--- config.mk ---
export PLATFORM = sky130hd
export DESIGN_NAME = regulator_delay_fault_regs
export DESIGN_NICKNAME = d
export VERILOG_FILES = /design/src/verilog/regulator_pkg.sv /design/src/verilog/regulator_delay_fault_regs.sv
export SDC_FILE = /design/constraint.sdc
export NUM_CORES = 1
export LEC_CHECK = 0
export BUFFER_PORTS_ARGS = -buffer_cell sky130_fd_sc_hd__buf_4
export CORE_MARGIN = 2
export CORE_UTILIZATION = 30
export CTS_BUF_LIST = sky130_fd_sc_hd__clkbuf_4 sky130_fd_sc_hd__clkbuf_8
export DETAILED_ROUTE_END_ITERATION = 8
export HOLD_SLACK_MARGIN = 0.12
export SLEW_MARGIN = 20
export SYNTH_ARGS = -nofsm -noshare
export SYNTH_HDL_FRONTEND = slang
export SYNTH_SLANG_ARGS = --single-unit
export TNS_END_PERCENT = 100
--- constraint.sdc ---
create_clock -name clk -period 3.45 [get_ports clk]
set_input_delay 0.69 -clock clk [delete_from_list [all_inputs] [get_ports clk]]
set_output_delay 0.69 -clock clk [all_outputs]
set_load 0.01 [all_outputs]
--- src/verilog/regulator_pkg.sv ---
package regulator_pkg;

  // ****************************************************************
  // Register map
  // ****************************************************************
  localparam logic [7:0] ADDR_DELAY_CFG   = 8'h67;
  localparam logic [7:0] ADDR_FAULT_STAT  = 8'h80;
  localparam logic [7:0] RESET_DELAY_CFG  = 8'h08;
  localparam logic [3:0] RESET_MASKS      = 4'hF;

  // Delay register fields.
  localparam int DLY_LOAD_HI = 7;
  localparam int DLY_LOAD_LO = 6;
  localparam int DLY_ON_HI   = 5;
  localparam int DLY_ON_LO   = 3;
  localparam int DLY_OFF_HI  = 2;
  localparam int DLY_OFF_LO  = 0;

  // Fault register fields.
  localparam int FLT_GOOD    = 7;
  localparam int FLT_HIGH_V  = 6;
  localparam int FLT_CURRENT = 5;
  localparam int FLT_UV_MASK = 3;
  localparam int FLT_OV_MASK = 2;
  localparam int FLT_IL_MASK = 1;
  localparam int FLT_RSVD    = 0;

  // ****************************************************************
  // Timing
  // ****************************************************************
  localparam int CLK_HZ        = 50_000_000;
  localparam int TICK_US       = 500;
  localparam int TICK_CYCLES   = CLK_HZ / 1_000_000 * TICK_US;
  localparam int CURRENT_COUNT = 16;

  // Delay in half-millisecond ticks per code; code 0 means no wait.
  function automatic logic [6:0] delay_ticks(input logic [2:0] code);
    delay_ticks = (code == 3'h0) ? 7'h00 : 7'(7'h01 << (code - 3'h1));
  endfunction

  typedef struct packed {
    logic good;
    logic high_voltage;
    logic current_over;
    logic switch_cycle;
  } analog_status_t;

  typedef enum logic [1:0] {REG_OFF, REG_WAIT_ON, REG_ON, REG_WAIT_OFF} seq_state_t;

endpackage : regulator_pkg

--- src/verilog/regulator_delay_fault_regs.sv ---
`timescale 1ns/1ps
`default_nettype none

module regulator_delay_fault_regs
  import regulator_pkg::*;
(
  input  wire logic       clk,
  input  wire logic       rstn,
  input  wire logic       reg_write,
  input  wire logic       reg_read,
  input  wire logic [7:0] reg_addr,
  input  wire logic [7:0] reg_wdata,
  output logic      [7:0] reg_rdata,
  input  wire logic       second_enable,
  output logic            second_on,
  output logic      [1:0] discharge_current_select,
  input  wire analog_status_t third_status,
  output logic            interrupt_request_low
);

  // ****************************************************************
  // Input synchronisers
  // ****************************************************************
  logic [4:0] sync_a;
  logic [4:0] sync_b;
  logic [4:0] next_sync_a;
  logic [4:0] next_sync_b;

  always_comb begin
    next_sync_a = {second_enable, third_status};
    next_sync_b = sync_a;
  end

  always_ff @(posedge clk or negedge rstn) begin
    if (!rstn) begin
      sync_a <= 5'h00;
      sync_b <= 5'h00;
    end else begin
      sync_a <= next_sync_a;
      sync_b <= next_sync_b;
    end
  end

  logic enable_s;
  logic third_output_good;
  logic over_v;
  logic over_i;
  logic sw_cycle;
  assign enable_s          = sync_b[4];
  assign third_output_good = sync_b[3];
  assign over_v            = sync_b[2];
  assign over_i            = sync_b[1];
  assign sw_cycle          = sync_b[0];

  // ****************************************************************
  // Registers
  // ****************************************************************
  logic [7:0] delay_cfg;
  logic [3:1] masks;
  logic       high_voltage_flag;
  logic       third_current_limit_flag;
  logic [4:0] limit_run;
  logic       prev_cycle;
  logic [7:0] next_delay_cfg;
  logic [3:1] next_masks;
  logic       next_hv_flag;
  logic       next_il_flag;
  logic [4:0] next_limit_run;
  logic       fault_read;
  logic       cycle_edge;

  assign fault_read = reg_read && (reg_addr == ADDR_FAULT_STAT);
  assign cycle_edge = sw_cycle && !prev_cycle;

  always_comb begin
    next_delay_cfg = delay_cfg;
    next_masks     = masks;
    if (reg_write && reg_addr == ADDR_DELAY_CFG) begin
      next_delay_cfg = reg_wdata;
    end
    if (reg_write && reg_addr == ADDR_FAULT_STAT) begin
      next_masks = reg_wdata[FLT_UV_MASK:FLT_IL_MASK];
    end
    // Counting switching edges keeps a long-held overload from counting per clock.
    next_limit_run = limit_run;
    if (!over_i) begin
      next_limit_run = 5'h00;
    end else if (cycle_edge && limit_run != 5'(CURRENT_COUNT)) begin
      next_limit_run = limit_run + 5'h01;
    end
    // Clearing needs both the condition gone and a read; setting always wins.
    next_hv_flag = high_voltage_flag;
    if (over_v) begin
      next_hv_flag = 1'b1;
    end else if (fault_read) begin
      next_hv_flag = 1'b0;
    end
    next_il_flag = third_current_limit_flag;
    if (next_limit_run == 5'(CURRENT_COUNT)) begin
      next_il_flag = 1'b1;
    end else if (fault_read && !over_i) begin
      next_il_flag = 1'b0;
    end
  end

  always_ff @(posedge clk or negedge rstn) begin
    if (!rstn) begin
      delay_cfg                <= RESET_DELAY_CFG;
      masks                    <= RESET_MASKS[3:1];
      high_voltage_flag        <= 1'b0;
      third_current_limit_flag <= 1'b0;
      limit_run                <= 5'h00;
      prev_cycle               <= 1'b0;
    end else begin
      delay_cfg                <= next_delay_cfg;
      masks                    <= next_masks;
      high_voltage_flag        <= next_hv_flag;
      third_current_limit_flag <= next_il_flag;
      limit_run                <= next_limit_run;
      prev_cycle               <= sw_cycle;
    end
  end

  logic [7:0] fault_view;
  logic [7:0] next_rdata;
  always_comb begin
    fault_view              = 8'h00;
    fault_view[FLT_GOOD]    = third_output_good;
    fault_view[FLT_HIGH_V]  = high_voltage_flag;
    fault_view[FLT_CURRENT] = third_current_limit_flag;
    fault_view[FLT_UV_MASK:FLT_IL_MASK] = masks;
    // The reserved bit is read-only and always returns its reset level.
    fault_view[FLT_RSVD]    = RESET_MASKS[FLT_RSVD];
    case (reg_addr)
      ADDR_DELAY_CFG:  next_rdata = delay_cfg;
      ADDR_FAULT_STAT: next_rdata = fault_view;
      default:         next_rdata = 8'h00;
    endcase
  end

  // ****************************************************************
  // Sequencing delay
  // ****************************************************************
  seq_state_t state;
  seq_state_t next_state;
  logic [15:0] tick_div;
  logic [15:0] next_tick_div;
  logic [6:0]  ticks;
  logic [6:0]  next_ticks;
  logic        tick;
  logic        next_on;
  logic        next_irq_low;
  logic        fault_pending;

  assign tick = (tick_div == 16'(TICK_CYCLES - 1));

  always_comb begin
    next_tick_div = tick ? 16'h0000 : tick_div + 16'h0001;
    next_state    = state;
    next_ticks    = ticks;
    case (state)
      REG_OFF: begin
        if (enable_s) begin
          next_state = REG_WAIT_ON;
          next_ticks = delay_ticks(delay_cfg[DLY_ON_HI:DLY_ON_LO]);
          next_tick_div = 16'h0000;
        end
      end
      REG_WAIT_ON: begin
        if (!enable_s) begin
          next_state = REG_OFF;
        end else if (ticks == 7'h00) begin
          next_state = REG_ON;
        end else if (tick) begin
          next_ticks = ticks - 7'h01;
        end
      end
      REG_ON: begin
        if (!enable_s) begin
          next_state = REG_WAIT_OFF;
          next_ticks = delay_ticks(delay_cfg[DLY_OFF_HI:DLY_OFF_LO]);
          next_tick_div = 16'h0000;
        end
      end
      REG_WAIT_OFF: begin
        if (enable_s) begin
          next_state = REG_ON;
        end else if (ticks == 7'h00) begin
          next_state = REG_OFF;
        end else if (tick) begin
          next_ticks = ticks - 7'h01;
        end
      end
      default: next_state = REG_OFF;
    endcase
    next_on = (next_state == REG_ON) || (next_state == REG_WAIT_OFF);
    // Live power-good status and the sticky flags feed the fault logic; a dead output counts as undervoltage.
    fault_pending = (!third_output_good && !masks[FLT_UV_MASK])
                  || (high_voltage_flag && !masks[FLT_OV_MASK])
                  || (third_current_limit_flag && !masks[FLT_IL_MASK]);
    next_irq_low = !fault_pending;
  end

  always_ff @(posedge clk or negedge rstn) begin
    if (!rstn) begin
      state                 <= REG_OFF;
      tick_div              <= 16'h0000;
      ticks                 <= 7'h00;
      second_on             <= 1'b0;
      interrupt_request_low <= 1'b1;
      reg_rdata             <= 8'h00;
    end else begin
      state                 <= next_state;
      tick_div              <= next_tick_div;
      ticks                 <= next_ticks;
      second_on             <= next_on;
      interrupt_request_low <= next_irq_low;
      reg_rdata             <= next_rdata;
    end
  end

  assign discharge_current_select = delay_cfg[DLY_LOAD_HI:DLY_LOAD_LO];

  // ****************************************************************
  // Checks
  // ****************************************************************
  chk_hv_sticky: assert property (@(posedge clk) disable iff (!rstn)
    high_voltage_flag && !fault_read |=> high_voltage_flag)
    else $error("High-voltage flag dropped without a read.");
  chk_hv_sets: assert property (@(posedge clk) disable iff (!rstn)
    over_v |=> high_voltage_flag)
    else $error("High-voltage flag missed an event.");
  chk_il_clear: assert property (@(posedge clk) disable iff (!rstn)
    $fell(third_current_limit_flag) |-> $past(fault_read) && !$past(over_i))
    else $error("Current flag cleared without a read.");
  chk_on_cancel: assert property (@(posedge clk) disable iff (!rstn)
    state == REG_WAIT_ON && !enable_s |=> state == REG_OFF)
    else $error("Pending turn-on not cancelled.");
  chk_on_zero: assert property (@(posedge clk) disable iff (!rstn)
    state == REG_OFF && enable_s && delay_cfg[DLY_ON_HI:DLY_ON_LO] == 3'h0
    |=> ##1 second_on)
    else $error("Zero on-delay not honoured.");
  chk_on_wait: assert property (@(posedge clk) disable iff (!rstn)
    $rose(state == REG_WAIT_ON) && ticks != 7'h00 |-> !second_on [*8])
    else $error("Regulator turned on before its delay.");
  chk_off_zero: assert property (@(posedge clk) disable iff (!rstn)
    state == REG_ON && !enable_s && delay_cfg[DLY_OFF_HI:DLY_OFF_LO] == 3'h0
    |=> ##1 !second_on)
    else $error("Zero off-delay not honoured.");
  chk_irq_mask: assert property (@(posedge clk) disable iff (!rstn)
    (&masks) |=> interrupt_request_low)
    else $error("Masked faults reached the interrupt.");
  chk_irq_hv: assert property (@(posedge clk) disable iff (!rstn)
    high_voltage_flag && !masks[FLT_OV_MASK] |=> !interrupt_request_low)
    else $error("Unmasked high-voltage fault missed the interrupt.");
  chk_il_irq: assert property (@(posedge clk) disable iff (!rstn)
    third_current_limit_flag && !masks[FLT_IL_MASK] |=> !interrupt_request_low)
    else $error("Unmasked current fault missed the interrupt.");

  cov_turn_on:  cover property (@(posedge clk) disable iff (!rstn) $rose(second_on));
  cov_turn_off: cover property (@(posedge clk) disable iff (!rstn) $fell(second_on));
  cov_il_set:   cover property (@(posedge clk) disable iff (!rstn) $rose(third_current_limit_flag));
  cov_irq:      cover property (@(posedge clk) disable iff (!rstn) $fell(interrupt_request_low));

endmodule // regulator_delay_fault_regs

`default_nettype wire

# Word-level counts from Yosys, hierarchy flattened
# Index checks and enable logic that the tools add are counted.
# totals
latchBits	0
in_bits	25
mem_count	0
ram_bits	0
romBits	0
ff_bits	64
# op_classes
add_sub_neg	5
div_mod_pow	0
bitwise_logic	0
eq_ne	14
n_reduce_logical	26
shift	2
n_mux	27
order_cmp	0
mul	0
# op_table
operator	n
2-to-1 mux 7 bit	8
2-to-1 mux 16 bit	3
one-hot mux 16 bit (2 select lines)	1
one-hot mux 7 bit (4 select lines)	1
adder 16 x 1 -> 16 bit (second input constant)	1
== test 16 x 15 -> 1 bit (second input constant)	1
one-hot mux 8 bit (2 select lines)	1
<< shifter 1 x 3 -> 7 bit (first input constant)	2
2-to-1 mux 2 bit	6
2-to-1 mux 5 bit	2
logical AND 1 bit	9
== test 2 bit (second input constant)	4
== test 8 x 7 -> 1 bit (second input constant)	1
== test 8 bit (second input constant)	1
!= test 2 bit (second input constant)	4
one-hot mux 2 bit (4 select lines)	1
zero test 1 bit	7
zero test 7 bit	1
subtractor 7 x 1 -> 7 bit (second input constant)	1
zero test 3 bit	2
subtractor 3 x 1 -> 3 bit (second input constant)	2
adder 5 x 1 -> 5 bit (second input constant)	1
== test 5 bit (second input constant)	1
!= test 5 bit (second input constant)	1
other kinds (6)	12

# Longest topological paths before layout
# Gate-level depths: netlist of run 1.
# depth
word_depth	7
mapped_depth	7
ltp_nobuf	6

# Worst setup path before layout of run 1
# No wires, ideal clock.
# synth_path
path_type	reg2reg
start	reg tick_div[3]
end	reg ticks[1]
setup_ns	0.128
path_stages_with_launch	5
period_less_slack_ns	2.182
t_arrival_ns	2.054
setup_slack_ns	1.268
required_time_ns	3.322
path_cell_list	dfrtp_1 > or4_4 > or4_4 > a21boi_4 > mux2_1
# synth_via
elab_chain_cells	5
# synth_lines
item	line_no	source
from (decl)	regulator_delay_fault_regs.sv:146	logic [15:0] tick_div;
from (signal assigned)	regulator_delay_fault_regs.sv:214	tick_div <= next_tick_div;
== test 16 x 15 -> 1 bit *	regulator_delay_fault_regs.sv:155	assign tick = (tick_div == 16'(TICK_CYCLES - 1));
2-to-1 mux 7 bit * (2 in series)	-	
2-to-1 mux 7 bit, on equally long branches	-	
one-hot mux 7 bit (4 select lines) *	-	
to (signal assigned)	regulator_delay_fault_regs.sv:215	ticks <= next_ticks;
to (decl)	regulator_delay_fault_regs.sv:148	logic [6:0] ticks;
# Mark *: on every way between the ends. The rest lies on a longest branch, timed or not. The select of a mux whose other input is x is not followed.
# A chain may end at the register's enable or synchronous reset.

# Final worst setup path of run 1
# Same ends and word-level chain as after synthesis.

==> results_dict.tcl, run 1 <==
set metrics [dict create \
    status "finished clean" \
    clock-sinks 63 \
    finalInstanceArea_um2 3580 \
    drive_gt1_frac 0.245 \
    synth-seq-area-share 0.530 \
    fin_tns_setup_ns 0 \
    coreArea_um2 9730 \
    cp_max_fo 7 \
    crit_slowest_cell "or4_4" \
    vias_per_cell 4.89 \
    hold_violations 0 \
    synthMostInstantiatedCell "dfrtp_1" \
    clock_latency_ns 0.35 \
    syn_to_final_growth_pct 19.8 \
    cpPeakStageDelay_ns 0.56 \
    drc 0 \
    cts_resized 0 \
    cts_root_buf "clkbuf_8" \
    rows 36 \
    cp.required_ns 3.68 \
    max-slew-margin-rel 0.476 \
    synthCells 269 \
    post_cts_buffers 0 \
    clk_pin_slew_ns 0.08 \
    ir_worst_vdd_uv 198 \
    post-route-min-period_ns 2.33 \
    setup_viol 0 \
    timing.max_cap.violations 0 \
    critical_path_class "reg2reg" \
    rsz0062_at_grt "false" \
    synth_common_cells "58 x dfrtp_1, 25 x nor2_1, 12 x inv_1, 12 x mux2_2, 11 x nand3_1" \
    leakagePower_nw 1.64 \
    clock_skew_ns 0.00860 \
    antennaDiodeCount 0 \
    synth_edf_count 0 \
    hold_buffers 0 \
    placed_area_um2 3360 \
    io_buffers 36 \
    grt.overflow.total 0 \
    drtIter0Drc 80 \
    cp_common_cell "or4_4" \
    grt_usage 0.123 \
    layoutNonFillerInstCount 439 \
    path_cells "or4_4, or4_4, a21boi_4, mux2_1" \
    cts_tree "yes" \
    dp.cells 423 \
    max_clock_freq_mhz 430 \
    yosys_most_used_dff "dfrtp_1" \
    ys_ff_latch 63 \
    dr.pass1.iters 5 \
    yosysTopAreaCell "dfrtp_1" \
    dp_hpwl_mm 4.18 \
    final_antenna_net_count 0 \
    synth_nets 300 \
    yosys.area.top_type_share 0.486 \
    yosys-top-cells-area "dfrtp_1 49%, mux2_2 4.5%, dfstp_2 4.4%" \
    critPathLaunchType "register" \
    drv_slew 0 \
    pin_count 37 \
    grt_pass1_wl_mm 10.6 \
    cts_made_buffers 9 \
    tightest_slew_ns 0.787 \
    holdWs_ns 0.349 \
    post-route-period-util 0.674 \
    grt_max_degree 64 \
    fp.dieH_um 104 \
    dieWidth_um 104 \
    synthArstFlopShare 1.00 \
    routed_wl_mm 6.08 \
    gp_congestion 0.777 \
    grt_pass1_vias 2185 \
    start_util 0.307 \
    fillers 988 \
    end_kind "register" \
    cts_buffer_depth 2 \
    setup_ws_ns 1.12 \
    fp.dieArea_um2 10800 \
    yosysWarnings 0 \
    wl_per_cell_um 13.9 \
    h-tree-depth 3 \
    cp_data_arrival_time_ns 2.55 \
    pwr_density_cell_nw_per_um2 590 \
    hold_class "reg2reg" \
    place_ws_ns 1.16 \
    yosysUniqueCellTypes 58 \
    dr_total_vias 2145 \
    antenna_found_initial 0 \
    final_nets 332 \
    synth_area_um2 2990 \
    syn-mean-instance-area_um2 11.1 \
]
## path summary, 6_finish.rpt
kind / startpoint / to / slack (ns) / depth (start not counted)
min reg2reg: next_sync_b[4] / sync_b[4] / 0.35 / 0
min in group asynchronous: rstn / next_sync_b[2] / 0.43 / 1
max in group asynchronous: rstn / ticks[4] / 2.51 / 1
max reg2reg: tick_div[3] / ticks[1] / 1.12 / 4
max: tick_div[3] / ticks[1] / 1.12 / 4
min: next_sync_b[4] / sync_b[4] / 0.35 / 0
## final cells by class
cell class	count	area [µm²]	area share
timing repair buffer	36	270	0.0756
multi-input combinational	179	1290	0.361
inverter	12	45.0	0.0126
clock inverter	7	97.6	0.0273
tap	133	166	0.0465
sequential	63	1580	0.442
clock buffer	9	124	0.0346
## worst max-delay path: cells and delay by family (launching register included)
kind / cells / cell delay (ns)
simple gates: 2 / 1.12
flops: 1 / 0.45
mux: 1 / 0.35
compound gates: 1 / 0.29
## cell families (layout without fill, tap and decap cells)
logic type / Yosys count / after routing / share of synthesized area
and+or+nand+nor: 97 / 97 / 0.191
xor gates and xnor gates: 14 / 14 / 0.0411
muxes: 16 / 16 / 0.0591
adders and majority gates: 6 / 6 / 0.0251
DFF: 63 / 63 / 0.530
buffers and inverters: 27 / 64 / 0.0373
AOI/OAI and AO/OA: 46 / 46 / 0.117
## through the flow
| stage | utilization | power, mW |
|---|---|---|
| global route | 0.368 | 2.23 |
| detailed placement | 0.345 | 1.41 |
| finish | 0.368 | 2.11 |
| floorplan | - | 1.28 |
| global placement | 0.345 | 1.41 |
| CTS | 0.368 | 2.13 |
## routing by layer
metal,vias to the layer above,wire (µm),track usage
met5,-,0,0
li1,1046,-,-
met2,29,2880,0.184
met4,0,114,0.0608
met1,1059,2910,0.165
met3,11,179,0.0308
## placed cells by master, fill, tap and decap left out, types with 4 or more instances in the layout
cell type | netlist | layout
dfstp_2 | 5 | 5
and3_1 | 5 | 5
ha_1 | 6 | 6
dfrtp_1 | 58 | 58
xnor2_1 | 5 | 5
a31oi_1 | 4 | 4
nor2_1 | 25 | 25
nand3_1 | 11 | 11
nand2_1 | 10 | 10
xor2_1 | 9 | 9
a22o_1 | 6 | 6
o21ai_0 | 6 | 6
nand4_1 | 7 | 7
mux2_2 | 12 | 12
clkbuf_8 | 0 | 9
nor3_1 | 5 | 5
buf_4 | 2 | 36
a21oi_1 | 6 | 6
inv_1 | 12 | 12
and2_1 | 4 | 4
## power breakdown
part | switching, mW | internal [mW]
combinational | 0.245 | 0.212
clock | 0.299 | 0.407
sequential | 0.129 | 0.819
total | 0.674 | 1.44
## state kept, by name, indices dropped and copies added (netlist names)
| register | flops |
|---|---|
| sync_b | 5 |
| limit_run | 5 |
| ticks | 7 |
| reg_rdata | 8 |
| next_sync_b | 5 |
| delay_cfg | 8 |
| high_voltage_flag | 1 |
| state | 1 |
| third_current_limit_flag | 1 |
| interrupt_request_low | 1 |
| prev_cycle | 1 |
| masks | 3 |
| tick_div | 16 |
| second_on | 1 |
Power figures use the tool's default switching activity.
==> inputs of run 2 (changes only) <==
==> constraint.sdc (replaced) <==
create_clock -name clk -period 2.3 [get_ports clk]
set_input_delay 0.46 -clock clk [delete_from_list [all_inputs] [get_ports clk]]
set_output_delay 0.46 -clock clk [all_outputs]
set_load 0.01 [all_outputs]
==> run 2 against run 1 <==
  * Critical path type unchanged
  * Clock skew rose by 0.0021 ns
  * Combinational power grew 74%
  * Worst hold slack lost 0.15 ns
  * First-iteration DRC count increased by 6.3%
  * Global-route usage down 0.16 points
  * Largest cell class unchanged
  * Critical path depth stayed put
  * Core utilization increased by 1.2 points
==> results_dict.tcl, run 2 (synthesized netlist as in run 1, its figures left out) <==
set metrics [dict create \
    grt_pass1_wl_mm 10.6 \
    grt_pass1_vias 2157 \
    clock_latency_ns 0.35 \
    path_cells "or4_4, or4_4, a21boi_4, mux2_1" \
    pwr_density_cell_nw_per_um2 938 \
    hold_violations 0 \
    dieWidth_um 104 \
    multiInputGateArea_um2 1290 \
    hold_buffers 0 \
    rrSetupSlack_ns 0.12 \
    routed.top_layer "met4" \
    worstSetupStartpoint "tick_div[3]" \
    fp.dieArea_um2 10800 \
    drtIter0Drc 85 \
    syn_to_final_growth_pct 23.7 \
    setup_viol 0 \
    rows 36 \
    timing.max_cap.violations 0 \
    h-tree-depth 3 \
    holdWs_ns 0.200 \
    cts_root_buf "clkbuf_8" \
    grt_usage 0.121 \
    fillers 979 \
    cts_resized 0 \
    r2r_start "tick_div[3]" \
    leakagePower_nw 1.71 \
    cpPeakStageDelay_ns 0.56 \
    dp_hpwl_mm 4.27 \
    largest_reg_flops 16 \
    dr_total_vias 2186 \
    post-route-min-period_ns 2.18 \
    clock_skew_ns 0.0107 \
    crit_slowest_cell "or4_4" \
    wl_per_cell_um 13.4 \
    dr.pass1.iters 4 \
    power_frac_clock 0.369 \
    seq_power_share 0.401 \
    clock-sinks 63 \
    vias_per_cell 4.88 \
    fp.dieH_um 104 \
    post_cts_buffers 0 \
    cp_common_cell "or4_4" \
    cp_num_buf_inv 0 \
    grt.overflow.total 0 \
    final_nets 341 \
    drive_gt1_frac 0.267 \
    gp_congestion 0.786 \
    cts_buffer_depth 2 \
    power.internal_mw 2.44 \
    cp.required_ns 2.52 \
    swShare 0.296 \
    comb_power_share 0.230 \
    max_clock_freq_mhz 458 \
    path_delay_family "simple AND/OR/NAND/NOR gates" \
    routed_wl_mm 6.02 \
    critical_path_class "reg2reg" \
    status "finished clean" \
    drc 0 \
    ir_worst_vdd_uv 352 \
    final_antenna_net_count 0 \
    wl_met3_um 220 \
    wl_met1_mm 2.94 \
    power.switching_mw 1.02 \
    cts_made_buffers 9 \
    drv_slew 0 \
    cp_data_arrival_time_ns 2.41 \
    antenna_found_initial 0 \
    max-slew-margin-rel 0.475 \
    grt_max_degree 64 \
    pin_count 37 \
    end_kind "register" \
    fin_tns_setup_ns 0 \
    regMostFlops "tick_div" \
    wl_met2_mm 2.75 \
    tightest_slew_ns 0.788 \
    final_cell_mix "58 x dfrtp_1, 45 x buf_4, 25 x nor2_1" \
    antennaDiodeCount 0 \
    hold_class "in2async" \
    rsz0062_at_grt "false" \
    cts_tree "yes" \
    layout_commonest_cell "dfrtp_1" \
    coreArea_um2 9730 \
    critPathLaunchType "register" \
    placed_area_um2 3420 \
    finalInstanceArea_um2 3690 \
    regArea_um2 1580 \
    cp_max_fo 6 \
    post-route-period-util 0.950 \
    clk_pin_slew_ns 0.08 \
    start_util 0.307 \
    io_buffers 36 \
    top_regs "tick_div: 16 flops, delay_cfg: 8 flops, reg_rdata: 8 flops" \
]
run 2: cell types whose count changed in the layout (fill, tap and decap cells not counted):
cell | previous run | this run
bufinv_16 | 2 | 4
clkinvlp_4 | 2 | 1
clkinv_2 | 1 | 0
buf_4 | 36 | 45
run 2: worst paths after layout:
| kind | to | depth (start not counted) |
|---|---|---|
| setup / recovery | ticks[1] | 4 |
| hold / removal | sync_b[1] | 1 |
| setup reg to reg | ticks[1] | 4 |
| hold reg to reg | sync_b[1] | 0 |
| max in group asynchronous | tick_div[12] | 1 |
| min in group clk | next_sync_b[0] | 1 |
run 2: stage by stage:
stage / instances / power [mW] / util / setup slack [ns]
2_1_floorplan: 269 / 1.92 / - / 0.118
4_1_cts: 448 / 3.49 / 0.380 / 0.115
6_report: 448 / 3.46 / 0.380 / 0.116
5_1_grt: 448 / 3.66 / 0.380 / 0.0581
3_5_place_dp: 432 / 2.20 / 0.352 / 0.127
3_3_place_gp: 432 / 2.18 / 0.352 / 0.163
run 2: layout make-up:
cell class | count | area share
inverters | 12 | 0.0122
clock inverters | 7 | 0.0393
repair buffers | 45 | 0.0915
clock buffers | 9 | 0.0335
flip-flops and latches | 63 | 0.429
multi-input cells | 179 | 0.350
well taps | 133 | 0.0451
run 2: layer usage:
metal | global-route usage | up-vias
met4 | 0.0541 | 0
met5 | 0 | -
met1 | 0.168 | 1072
met3 | 0.0321 | 9
li1 | - | 1058
met2 | 0.177 | 47
run 2: power groups by stage:
| stage | logic, mW | clock network [mW] | registers (mW) |
|---|---|---|---|
| after floorplan | 0.588 | 0 | 1.33 |
| after global placement | 0.773 | 0 | 1.41 |
| after detailed placement | 0.789 | 0 | 1.41 |
| after CTS | 0.795 | 1.30 | 1.39 |
| after global routing | 0.888 | 1.36 | 1.42 |
| final | 0.797 | 1.28 | 1.39 |
==> inputs of run 3 (changes only) <==
--- a/config.mk
+++ b/config.mk
@@ -9,6 +9,7 @@
 export CORE_MARGIN = 2
 export CORE_UTILIZATION = 30
 export CTS_BUF_LIST = sky130_fd_sc_hd__clkbuf_4 sky130_fd_sc_hd__clkbuf_8
+export CTS_CLUSTER_DIAMETER = 200
 export DETAILED_ROUTE_END_ITERATION = 8
 export HOLD_SLACK_MARGIN = 0.12
 export SLEW_MARGIN = 20
==> constraint.sdc (replaced) <==
create_clock -name clk -period 1.8 [get_ports clk]
set_input_delay 0.36 -clock clk [delete_from_list [all_inputs] [get_ports clk]]
set_output_delay 0.36 -clock clk [all_outputs]
set_load 0.01 [all_outputs]
==> run 3 against run 2 <==
  * The flow now finishes with violations (negative setup slack)
  * Register-to-register slack worse by 0.37 ns
  * Worst setup slack worse by 0.37 ns
  * Final area is 10% higher
  * Non-clock buffer count grew 48
  * Critical path type unchanged
  * Critical endpoint unchanged
==> results_dict.tcl, run 3 (synthesized netlist as in run 1, its figures left out) <==
set metrics [dict create \
    pin_count 37 \
    failed_checks "negative setup slack" \
    cp_data_arrival_time_ns 2.28 \
    cp.required_ns 2.03 \
    grt.overflow.total 0 \
    crit_slowest_cell "or4_4" \
    final_core_util 0.419 \
    status "finished with violations" \
    regMostFlops "tick_div" \
    dr.pass1.iters 4 \
    max-slew-margin-rel 0.780 \
    layout_commonest_cell "buf_4" \
    setup_ws_ns -0.256 \
    cts_tree "yes" \
    final_cell_mix "82 x buf_4, 58 x dfrtp_1, 25 x nor2_1" \
    hold_class "in2reg" \
    drive_gt1_frac 0.361 \
    start_util 0.307 \
    path_cells "or4_4, or4_4, a21boi_4, mux2_4" \
    post-route-min-period_ns 2.06 \
    io_buffers 36 \
    vias_per_cell 4.81 \
    routed_wl_mm 6.87 \
    hold_violations 0 \
    cts_buffer_depth 2 \
    dp.cells 472 \
    fp.dieArea_um2 10800 \
    grt_max_degree 30 \
    leakagePower_nw 1.94 \
    fp.dieH_um 104 \
    dp_hpwl_mm 5.06 \
    gp_congestion 0.769 \
    post-route-period-util 1.14 \
    largest_reg_flops 16 \
    critical_path_class "reg2reg" \
    antennaDiodeCount 0 \
    grt_pass1_wl_mm 11.5 \
    wl_per_cell_um 13.8 \
    dieWidth_um 104 \
    drtIter0Drc 152 \
    clock_skew_ns 0.00988 \
    ir_worst_vdd_uv 406 \
    cpPeakStageDelay_ns 0.55 \
    layoutNonFillerInstCount 496 \
    cts_made_buffers 9 \
    coreArea_um2 9730 \
    clock-sinks 63 \
    clock_latency_ns 0.35 \
    rsz0062_at_grt "true" \
    grt_pass1_vias 2405 \
    syn_to_final_growth_pct 36.5 \
    timing.max_cap.violations 0 \
    rows 36 \
    finalPower_mw 4.38 \
    cp_common_cell "or4_4" \
    cts_root_buf "clkbuf_8" \
    antenna_found_initial 0 \
    tightest_slew_ns 0.326 \
    drc 0 \
    final_nets 389 \
    cp_num_buf_inv 0 \
    cp_max_fo 2 \
    drv_slew 0 \
    fillers 948 \
    dr_total_vias 2388 \
    path_delay_family "simple AND/OR/NAND/NOR gates" \
    critPathLaunchType "register" \
    pwr_density_cell_nw_per_um2 1070 \
    top_regs "tick_div: 16 flops, delay_cfg: 8 flops, reg_rdata: 8 flops" \
    setup_viol 22 \
    fin_tns_setup_ns -4.52 \
    clk_pin_slew_ns 0.08 \
    end_kind "register" \
    final_antenna_net_count 0 \
    h-tree-depth 3 \
    grt_usage 0.134 \
    max_clock_freq_mhz 486 \
    place_ws_ns -0.235 \
]
## run 3: cell types whose count changed in the layout (fill, tap and decap cells not counted), sizes merged
cell         change
clkinv           +2
clkinvlp         +1
bufinv           -4
buf             +41
dlygate4sd3      +6
clkbuf           +2
## run 3: repair_timing
| item | in CTS | in global routing |
|---|---|---|
| resized for setup | 0 | 5 |
| endpoints found under the hold margin | 20 | 0 |
| gates cloned | 0 | 1 |
| pin swaps | 0 | 6 |
| buffers inserted | 0 | 1 |
| endpoints found under the setup margin | 22 | 23 |
| hold buffers | 6 | 0 |
## run 3: worst paths after layout
kind / start / endpoint / slack, ns / cells after the start
worst max-delay path: tick_div[12] / ticks[1] / -0.26 / 4
worst min-delay path: reg_wdata[0] / delay_cfg[0] / 0.25 / 2
worst max register to register: tick_div[12] / ticks[1] / -0.26 / 4
worst min register to register: next_sync_b[3] / sync_b[3] / 0.35 / 0
max in group asynchronous: rstn / delay_cfg[5] / 0.86 / 3
min in group asynchronous: rstn / tick_div[9] / 0.42 / 2
## run 3: per-stage QoR
step	hold slack, ns	instance area [µm²]
finish	0.247	4080
global route	0.233	4080
CTS	0.228	4010
detailed placement	0.250	3770
global placement	0.247	3770
floorplan	0.0644	3000
## run 3: final cells by class
class / instances / area, µm² / share of cell area
flip-flops and latches: 63 / 1580 / 0.388
repair buffers: 93 / 772 / 0.189
clock buffers: 10 / 138 / 0.0338
clock inverters: 6 / 46.3 / 0.0114
inverters: 12 / 45.0 / 0.0110
multi-input cells: 179 / 1330 / 0.325
well taps: 133 / 166 / 0.0408
## run 3: per-layer routing
| layer | part of all wire | GRT usage | up-vias |
|---|---|---|---|
| li1 | - | - | 1162 |
| met1 | 0.44 | 0.171 | 1165 |
| met2 | 0.49 | 0.214 | 50 |
| met3 | 0.047 | 0.0334 | 11 |
| met4 | 0.014 | 0.0666 | 0 |
| met5 | 0 | 0 | - |
## run 3: worst reg2reg max path, cell delays in order, from the launching register on
cell and delay (ns):
dfrtp_1 0.38, or4_4 0.53, or4_4 0.55, a21boi_4 0.18, mux2_4 0.31
## run 3: report_power, final
| part | leakage [nW] | switching, mW | internal [mW] |
|---|---|---|---|
| combinational | 1.04 | 0.765 | 0.825 |
| clock | 0.0885 | 0.583 | 0.540 |
| sequential | 0.808 | 0.0951 | 1.57 |
| total | 1.94 | 1.44 | 2.94 |
